$ cat src/wake_timer_regs.vh
// register map, field positions and reset values of the wake-up timer
`ifndef WAKE_TIMER_REGS_VH
`define WAKE_TIMER_REGS_VH

`define WAKE_RELOAD_BYTE_ADDR 8'h86
`define WAKE_TIMER_CONTROL_ADDR 8'h8f
`define WAKE_EVENT_STATUS_ADDR 8'h90
`define WAKE_EVENT_MASK_ADDR 8'h91
`define WAKE_COUNT_VIEW_ADDR 8'h92

`define WAKE_OVERFLOW_FLAG_BIT 4
`define WAKE_RUN_BIT 3
`define WAKE_PRESCALE_HI 2
`define WAKE_PRESCALE_LO 0

`define WAKE_RELOAD_RESET 8'h00
`define WAKE_CONTROL_RESET 8'h00
`define WAKE_MASK_RESET 8'h00
`define WAKE_COUNT_MAX 8'hff

`define WAKE_EVT_OVERFLOW_BIT 0
`define WAKE_EVT_START_BIT 1

`define LIRC_FREQ_HZ 10000
`define MCLK_FREQ_HZ 100000000

`define PRESCALE_DIV1 3'h0
`define PRESCALE_DIV4 3'h1
`define PRESCALE_DIV16 3'h2
`define PRESCALE_DIV64 3'h3
`define PRESCALE_DIV256 3'h4
`define PRESCALE_DIV512 3'h5
`define PRESCALE_DIV1024 3'h6
`define PRESCALE_DIV2048 3'h7

`endif

$ cat src/self_wakeup_timer.v
// self wake-up timer: low-speed clocked 8-bit auto-reload counter with registers
`timescale 1ns/1ns
`include "wake_timer_regs.vh"

module self_wakeup_timer #(
	parameter PRE_W = 11
) (
	input wire mclk_i,
	input wire rst_i,
	input wire [7:0] addr_i,
	input wire [7:0] wdata_i,
	input wire wr_i,
	input wire rd_i,
	output reg [7:0] rdata_o,
	input wire lirc_i,
	input wire wake_irq_enable_i,
	input wire global_irq_enable_i,
	output reg wake_irq_req_o,
	output reg irq_o,
	output reg lirc_hold_o
);
	reg [7:0] wake_reload_byte;
	reg wake_overflow_flag;
	reg wake_run_bit;
	reg [2:0] wake_prescale_select;
	reg [7:0] event_status;
	reg [7:0] event_mask;
	reg [7:0] count;
	reg [PRE_W-1:0] prescale_cnt;
	reg run_q;
	reg [PRE_W-1:0] pre_limit;
	reg [7:0] next_rdata;
	wire lirc_tick;
	wire start;
	wire pre_done;
	wire step;
	wire overflow;
	wire wr_ctrl;
	wire rd_status;

	// sampling the oscillator level needs mclk at least twice its rate
	lirc_edge_sync u_sync (
		.mclk_i(mclk_i),
		.rst_i(rst_i),
		.lirc_i(lirc_i),
		.tick_o(lirc_tick)
	);

	always @* begin
		case (wake_prescale_select)
			`PRESCALE_DIV1: pre_limit = 11'd0;
			`PRESCALE_DIV4: pre_limit = 11'd3;
			`PRESCALE_DIV16: pre_limit = 11'd15;
			`PRESCALE_DIV64: pre_limit = 11'd63;
			`PRESCALE_DIV256: pre_limit = 11'd255;
			`PRESCALE_DIV512: pre_limit = 11'd511;
			`PRESCALE_DIV1024: pre_limit = 11'd1023;
			default: pre_limit = 11'd2047;
		endcase
	end

	assign start = wake_run_bit & ~run_q;
	// no idle or power-down gating: the timer runs in every power mode
	assign pre_done = (prescale_cnt >= pre_limit);
	assign step = wake_run_bit & ~start & lirc_tick & pre_done;
	assign overflow = step & (count == `WAKE_COUNT_MAX);
	assign wr_ctrl = wr_i & (addr_i == `WAKE_TIMER_CONTROL_ADDR);
	assign rd_status = rd_i & (addr_i == `WAKE_EVENT_STATUS_ADDR);

	// prescaler and counter; both freeze while halted
	always @(posedge mclk_i or posedge rst_i) begin
		if (rst_i) begin
			prescale_cnt <= {PRE_W{1'b0}};
			count <= 8'h00;
			run_q <= 1'b0;
		end else begin
			run_q <= wake_run_bit;
			if (start) begin
				count <= wake_reload_byte;
			end else if (overflow) begin
				count <= wake_reload_byte;
			end else if (step) begin
				count <= count + 8'h01;
			end
			if (wake_run_bit & lirc_tick) begin
				if (pre_done) begin
					prescale_cnt <= {PRE_W{1'b0}};
				end else begin
					prescale_cnt <= prescale_cnt + {{(PRE_W-1){1'b0}}, 1'b1};
				end
			end
		end
	end

	// software registers; reload writes while running are not blocked
	always @(posedge mclk_i or posedge rst_i) begin
		if (rst_i) begin
			wake_reload_byte <= `WAKE_RELOAD_RESET;
			wake_overflow_flag <= 1'b0;
			wake_run_bit <= 1'b0;
			wake_prescale_select <= 3'h0;
			event_mask <= `WAKE_MASK_RESET;
		end else begin
			if (wr_i & (addr_i == `WAKE_RELOAD_BYTE_ADDR)) begin
				wake_reload_byte <= wdata_i;
			end
			if (wr_ctrl) begin
				wake_run_bit <= wdata_i[`WAKE_RUN_BIT];
				wake_prescale_select <= wdata_i[`WAKE_PRESCALE_HI:`WAKE_PRESCALE_LO];
			end
			// set wins over a clearing write in the same cycle
			if (overflow) begin
				wake_overflow_flag <= 1'b1;
			end else if (wr_ctrl) begin
				wake_overflow_flag <= wdata_i[`WAKE_OVERFLOW_FLAG_BIT];
			end
			if (wr_i & (addr_i == `WAKE_EVENT_MASK_ADDR)) begin
				event_mask <= wdata_i;
			end
		end
	end

	// sticky event status, cleared by reading it; new events win
	always @(posedge mclk_i or posedge rst_i) begin
		if (rst_i) begin
			event_status <= 8'h00;
		end else begin
			event_status <= (rd_status ? 8'h00 : event_status) |
				{6'h00, start, overflow};
		end
	end

	always @* begin
		next_rdata = 8'h00;
		case (addr_i)
			`WAKE_RELOAD_BYTE_ADDR: next_rdata = wake_reload_byte;
			`WAKE_TIMER_CONTROL_ADDR: next_rdata = {3'h0, wake_overflow_flag,
				wake_run_bit, wake_prescale_select};
			`WAKE_EVENT_STATUS_ADDR: next_rdata = event_status;
			`WAKE_EVENT_MASK_ADDR: next_rdata = event_mask;
			`WAKE_COUNT_VIEW_ADDR: next_rdata = count;
			default: next_rdata = 8'h00;
		endcase
	end

	always @(posedge mclk_i or posedge rst_i) begin
		if (rst_i) begin
			rdata_o <= 8'h00;
			wake_irq_req_o <= 1'b0;
			irq_o <= 1'b0;
			lirc_hold_o <= 1'b0;
		end else begin
			rdata_o <= rd_i ? next_rdata : 8'h00;
			wake_irq_req_o <= wake_overflow_flag & wake_irq_enable_i &
				global_irq_enable_i;
			irq_o <= |(event_status & event_mask);
			// oscillator is not switched on by configuration, only kept on
			lirc_hold_o <= wake_run_bit;
		end
	end
endmodule

$ cat src/lirc_edge_sync.v
// two-flop synchroniser and rising-edge tick for the low-speed oscillator
`timescale 1ns/1ns
module lirc_edge_sync (
	input wire mclk_i,
	input wire rst_i,
	input wire lirc_i,
	output reg tick_o
);
	reg meta;
	reg stable;
	reg stable_d;

	// only the second stage feeds the edge detector
	always @(posedge mclk_i or posedge rst_i) begin
		if (rst_i) begin
			meta <= 1'b0;
			stable <= 1'b0;
			stable_d <= 1'b0;
			tick_o <= 1'b0;
		end else begin
			meta <= lirc_i;
			stable <= meta;
			stable_d <= stable;
			tick_o <= stable & ~stable_d;
		end
	end
endmodule

$ cat config.mk
export PLATFORM = sky130hd
export DESIGN_NAME = self_wakeup_timer
export DESIGN_NICKNAME = d
export VERILOG_FILES = /design/src/self_wakeup_timer.v /design/src/lirc_edge_sync.v
export VERILOG_INCLUDE_DIRS = /design/src
export SDC_FILE = /design/constraint.sdc
export NUM_CORES = 1
export LEC_CHECK = 0
export BUFFER_PORTS_ARGS = -buffer_cell sky130_fd_sc_hd__buf_2
export CORE_MARGIN = 2
export CORE_UTILIZATION = 42
export CTS_CLUSTER_SIZE = 10
export DETAILED_ROUTE_END_ITERATION = 10
export GPL_TIMING_DRIVEN = 1
export MAX_ROUTING_LAYER = met4
export SLEW_MARGIN = 20
export SYNTH_ARGS = -nofsm -noshare
export SYNTH_HDL_FRONTEND = slang
export SYNTH_SLANG_ARGS = --single-unit
export TNS_END_PERCENT = 50
$ cat constraint.sdc
create_clock -name mclk_i -period 2.9 [get_ports mclk_i]
set_clock_uncertainty 0.1 [all_clocks]
set_input_delay 0.435 -clock mclk_i [delete_from_list [all_inputs] [get_ports mclk_i]]
set_output_delay 0.435 -clock mclk_i [all_outputs]
set_load 0.005 [all_outputs]
Yosys cells after proc, flatten, opt, wreduce, memory -nomap -nowiden

Index checks and enable logic that the tools add are counted.

Input bits: 23
Register bits after elaboration: 63

Mux-type cells: 10
Equality and inequality tests: 12
Add/subtract/negate cells: 2
Reductions and logical operators: 4
Magnitude comparators: 1
Bitwise logic cells: 18

Operator list:

| cell                  | number |
|---|---|
| $pmux 11 s7           | 1 |
| $eq 8x8->1 const B    | 6 |
| $mux 8                | 5 |
| $pmux 8 s5            | 1 |
| $and 1x1->1           | 13 |
| $add 11x1->11 const B | 1 |
| $ge 11x11->1          | 1 |
| $mux 11               | 1 |
| $eq 3x3->1 const B    | 3 |
| $add 8x1->8 const B   | 1 |
| $and 8x8->8           | 1 |
| $or 8x2->8            | 1 |
| $reduce_or 8->1       | 1 |
| $eq 3x2->1 const B    | 2 |
| $eq 3x1->1 const B    | 1 |
| $logic_not 3->1       | 1 |
| $not 1->1             | 3 |
| $reduce_bool 3->1     | 1 |
| $mux 1                | 2 |
| $reduce_bool 2->1     | 1 |

Logic depth before layout (Yosys ltp)

Depth in word-level cells: 9
Gate-level depth with buffers: 11
Mapped depth without buffers: 9

Hierarchy

A second synthesis with hierarchy kept.

Cell total of the unflattened synthesis: 274
Area, all modules: 2965.3 µm²

Modules (own cells, without submodules):

| module            | cells each | times used | area each (µm²) |
|---|---|---|---|
| self_wakeup_timer | 268        | 1          | 2847.7 |
| lirc_edge_sync    | 6          | 1          | 117.6 |

Worst setup path after synthesis

OpenSTA, ideal clock, no wires.

Path type: register to register
Start: register wake_prescale_select[2]
End: register count[0]
Arrival: 2354 ps
Library setup time: 123 ps
Setup slack: 323 ps
Path buffers: 2
Stages on the path, launching flop included: 11
Period minus slack after synthesis: 2577 ps
Path through: dfrtp_1 -> clkbuf_1 -> or3_1 -> ha_1 -> nor2b_1 -> o21ai_0 -> a41oi_1 -> a21oi_1 -> buf_2 -> o22a_1 -> o221a_2

Word-level cells in the longest chain between the ends: 7

RTL lines:

| item                               | RTL line                | text |
|---|---|---|
| start, declared                    | self_wakeup_timer.v:25  | `reg [2:0] wake_prescale_select;` |
| start signal, assigned             | self_wakeup_timer.v:109 | `` wake_prescale_select <= wdata_i[`WAKE_PRESCALE_HI:`WAKE_PRESCALE_LO]; `` |
| $eq 3x3->1 (tied with other cells) | self_wakeup_timer.v:50  | `case (wake_prescale_select)` |
| $pmux 11 s7 *                      | self_wakeup_timer.v:50  |  |
| $ge 11x11->1 *                     | self_wakeup_timer.v:64  | `assign pre_done = (prescale_cnt >= pre_limit);` |
| $and 1x1->1 *                      | self_wakeup_timer.v:65  | `assign step = wake_run_bit & ~start & lirc_tick & pre_done;` |
| $and 1x1->1                        | self_wakeup_timer.v:66  | `` assign overflow = step & (count == `WAKE_COUNT_MAX); `` |
| $mux 8                             | self_wakeup_timer.v:80  | `end else if (overflow) begin` |
| $mux 8                             | self_wakeup_timer.v:78  | `if (start) begin` |
| end signal, assigned               | self_wakeup_timer.v:79  | `count <= wake_reload_byte;` |
| end signal, assigned               | self_wakeup_timer.v:81  | `count <= wake_reload_byte;` |
| end signal, assigned               | self_wakeup_timer.v:83  | `count <= count + 8'h01;` |
| end, declared                      | self_wakeup_timer.v:28  | `reg [7:0] count;` |

Every way passes the cells marked *; elsewhere a longest branch is shown, timed or not.
A chain may end at the register's enable or synchronous reset.

Worst setup path after layout

Start: register wake_prescale_select[0]
End: register count[6]

Same word-level chain as after synthesis.

==> results.yml <==
layout:
  stdcell_area_um2: 3390
  drive_gt1_frac: 0.288
  final_cell_mix: "dfrtp_1, buf_2, nand2_1"
  mostFrequentLayoutCell: "dfrtp_1"
  fin_cells: 389
  diodes: 0
  areaGrowthSynthToFinish_pct: 19.8
  nets: 343
sta:
  rsz0062_at_grt: "false"
  finalCritPeriodShare: 0.912
  hold_ws_ns: 0.105
  hold_viol: 0
  maxSlewHeadroom: 0.485
  tightest_slew_ns: 0.768
  post-route-min-period_ns: 2.64
  setup_viol: 0
  finalMaxSlewViolations: 0
  setup_tns_ns: 0
  fmax_ghz: 0.378
critical_path:
  path_buf_inv: 2
  worstPathCellList: "or3_1, ha_1, nor2b_1, o21ai_0, a41oi_1, a21oi_1, buf_4, buf_4, and3_1, a211o_1"
  r2r_start: "wake_prescale_select[0]$_DFFE_PP0P_"
  cp_slowest_stage_delay_ns: 0.43
  crit_path_max_fanout: 12
  path_common_cell: "buf_4"
  cp_slowest_cell: "dfrtp_1"
  worstRegToRegCells: 10
  start_kind: "flip-flop"
  rrSetupSlack_ns: 0.26
  path_delay_family: "simple AND/OR/NAND/NOR gates"
  regToRegEndpoint: "count[6]$_DFFE_PP0P_"
  end_kind: "flip-flop"
  required_ns: 3.02
  arrival_ns: 2.77
  path_class: "reg -> reg"
floorplanning:
  rows: 29
  start_util: 0.441
  ios: 34
  coreArea_um2: 6420
  die_w_um: 86.1
  die_area_um2: 7420
  die_h_um: 86.1
drt:
  drt-total-wl_um: 6260
  first_iter_violations: 157
  drc: 0
  routedWlPerCell_um: 16.1
  vias: 2213
  first_pass_iters: 5
  drtAntennaViolNets: 0
  via_per_inst: 5.69
logic_synthesis:
  synth-seq-cells: 57
  synth-async-reset-ratio: 1.00
  ys.warnings.count: 0
  synth_nets: 294
  syn_area_um2: 2830
  synth.avg_cell_area_um2: 11.0
  yosysSeqAreaShare: 0.503
  synth_top_area_cell: "dfrtp_1"
  synth_flop_cell: "dfrtp_1"
  yosysUniqueCellTypes: 44
  synth.top_cell.area_share: 0.503
  netlist_instances: 258
  yosys-top-cells-area: "dfrtp_1, mux2_2, ha_1"
  synth-edff-count: 0
clock_network:
  tritoncts: "built"
  clkTransAtPathRegs_ns: 0.06
  root_buffer: "clkbuf_8"
  numCtsBuffers: 9
  clk_path_buf_depth: 2
  cts-resized-gates: 0
  cts_sinks: 57
  h-tree-depth: 3
  clk-insertion-delay-late_ns: 0.33
job:
  drv_cap: 0
hold_path:
  hold_depth: 1
  min_path_type: "in -> reg"
  min_from: "lirc_i"
  holdPathEnd: "u_sync.meta$_DFF_PP0_"
placed_design:
  port_buffers: 33
  dp_hpwl_um: 4540
  dpl.cell_count: 372
  placed_cell_area_um2: 3150
  gp_congestion: 0.827
global_route:
  grt_pass1_wl_um: 10600
  grt_remaining_overflow: 0
  grt_start_max_net_pins: 26
  antenna_found_initial: 0
  grt.total_usage: 0.192
  first_global_vias: 2153
power:
  power_per_cell_area_nw_per_um2: 572
  p_total_mw: 1.94
  p_leak_nw: 1.68
  vdd.ir_drop.worst_mv: 0.344
outcome:
  status: "complete, no violations"
-- metal layers --
metal  vias to the layer above  track usage  wire, um  part of all wire
met2                        69        0.273      2740              0.44
li1                       1060            -         -                 -
met3                         7       0.0577       387             0.062
met1                      1077        0.270      3070              0.49
met4                         0       0.0447        61            0.0097
met5                         -            -         0                 0
-- flip-flops by register name (all words and copies together), names as in the netlist, 2 cells and up --
| signal | count |
|---|---|
| event_mask | 8 |
| rdata_o | 8 |
| event_status | 2 |
| wake_prescale_select | 3 |
| count | 8 |
| prescale_cnt | 11 |
| wake_reload_byte | 8 |
-- worst max-delay path by stage --
| stage | from | end | slack, ns | depth (start not counted) |
|---|---|---|---|---|
| finish | wake_prescale_select[0]$_DFFE_PP0P_ | count[6]$_DFFE_PP0P_ | 0.26 | 10 |
| floorplan | wake_prescale_select[2]$_DFFE_PP0P_ | count[0]$_DFFE_PP0P_ | 0.32 | 10 |
| detailed placement | wake_prescale_select[1]$_DFFE_PP0P_ | count[3]$_DFFE_PP0P_ | 0.28 | 9 |
| global placement | wake_prescale_select[0]$_DFFE_PP0P_ | count[6]$_DFFE_PP0P_ | 0.33 | 9 |
| CTS | wake_prescale_select[0]$_DFFE_PP0P_ | count[3]$_DFFE_PP0P_ | 0.27 | 9 |
| global route | wake_prescale_select[1]$_DFFE_PP0P_ | count[1]$_DFFE_PP0P_ | 0.09 | 9 |
-- synthesized netlist by cell type (4+ instances only) --
cell      number
nand2_1       27
xor2_1         5
inv_1          6
o21ai_0        8
a22o_1         4
a21o_1         4
mux2_2        20
nand4_1        4
and3_1         7
clkbuf_1       4
xnor2_1        5
a21oi_1       15
nor2_1        23
a222oi_1       8
ha_1          13
dfrtp_1       57
nand3_1        8
-- where the power goes --
| group | internal, mW | switching, mW |
|---|---|---|
| logic | 0.0834 | 0.0864 |
| clock network | 0.554 | 0.314 |
| registers | 0.848 | 0.0572 |
| total | 1.49 | 0.457 |
-- stage by stage --
stage	util	worst slack [ns]
floorplan	-	0.323
global placement	0.490	0.327
detailed placement	0.490	0.276
CTS	0.529	0.270
global route	0.529	0.0893
finish	0.529	0.255
-- repair_timing --
action,in CTS,in global routing
buffers inserted,0,0
hold buffers,1,0
endpoints found under the hold margin,9,0
-- final cells by class --
class | instances | area, um2
Clock buffer | 12 | 165
Clock inverter | 4 | 73.8
Fill cell | 559 | 3030
Inverter | 6 | 22.5
Multi-Input combinational cell | 189 | 1360
Sequential cell | 57 | 1430
Tap cell | 77 | 96.3
Timing Repair Buffer | 44 | 250
-- kinds of logic after synthesis --
logic type / share of synthesized area
compound gates: 0.139
buf+inv: 0.0168
simple gates: 0.170
xor+xnor: 0.0309
flops: 0.503
fa+ha+maj: 0.0574
mux: 0.0830
(Power assumes the default switching activity.)
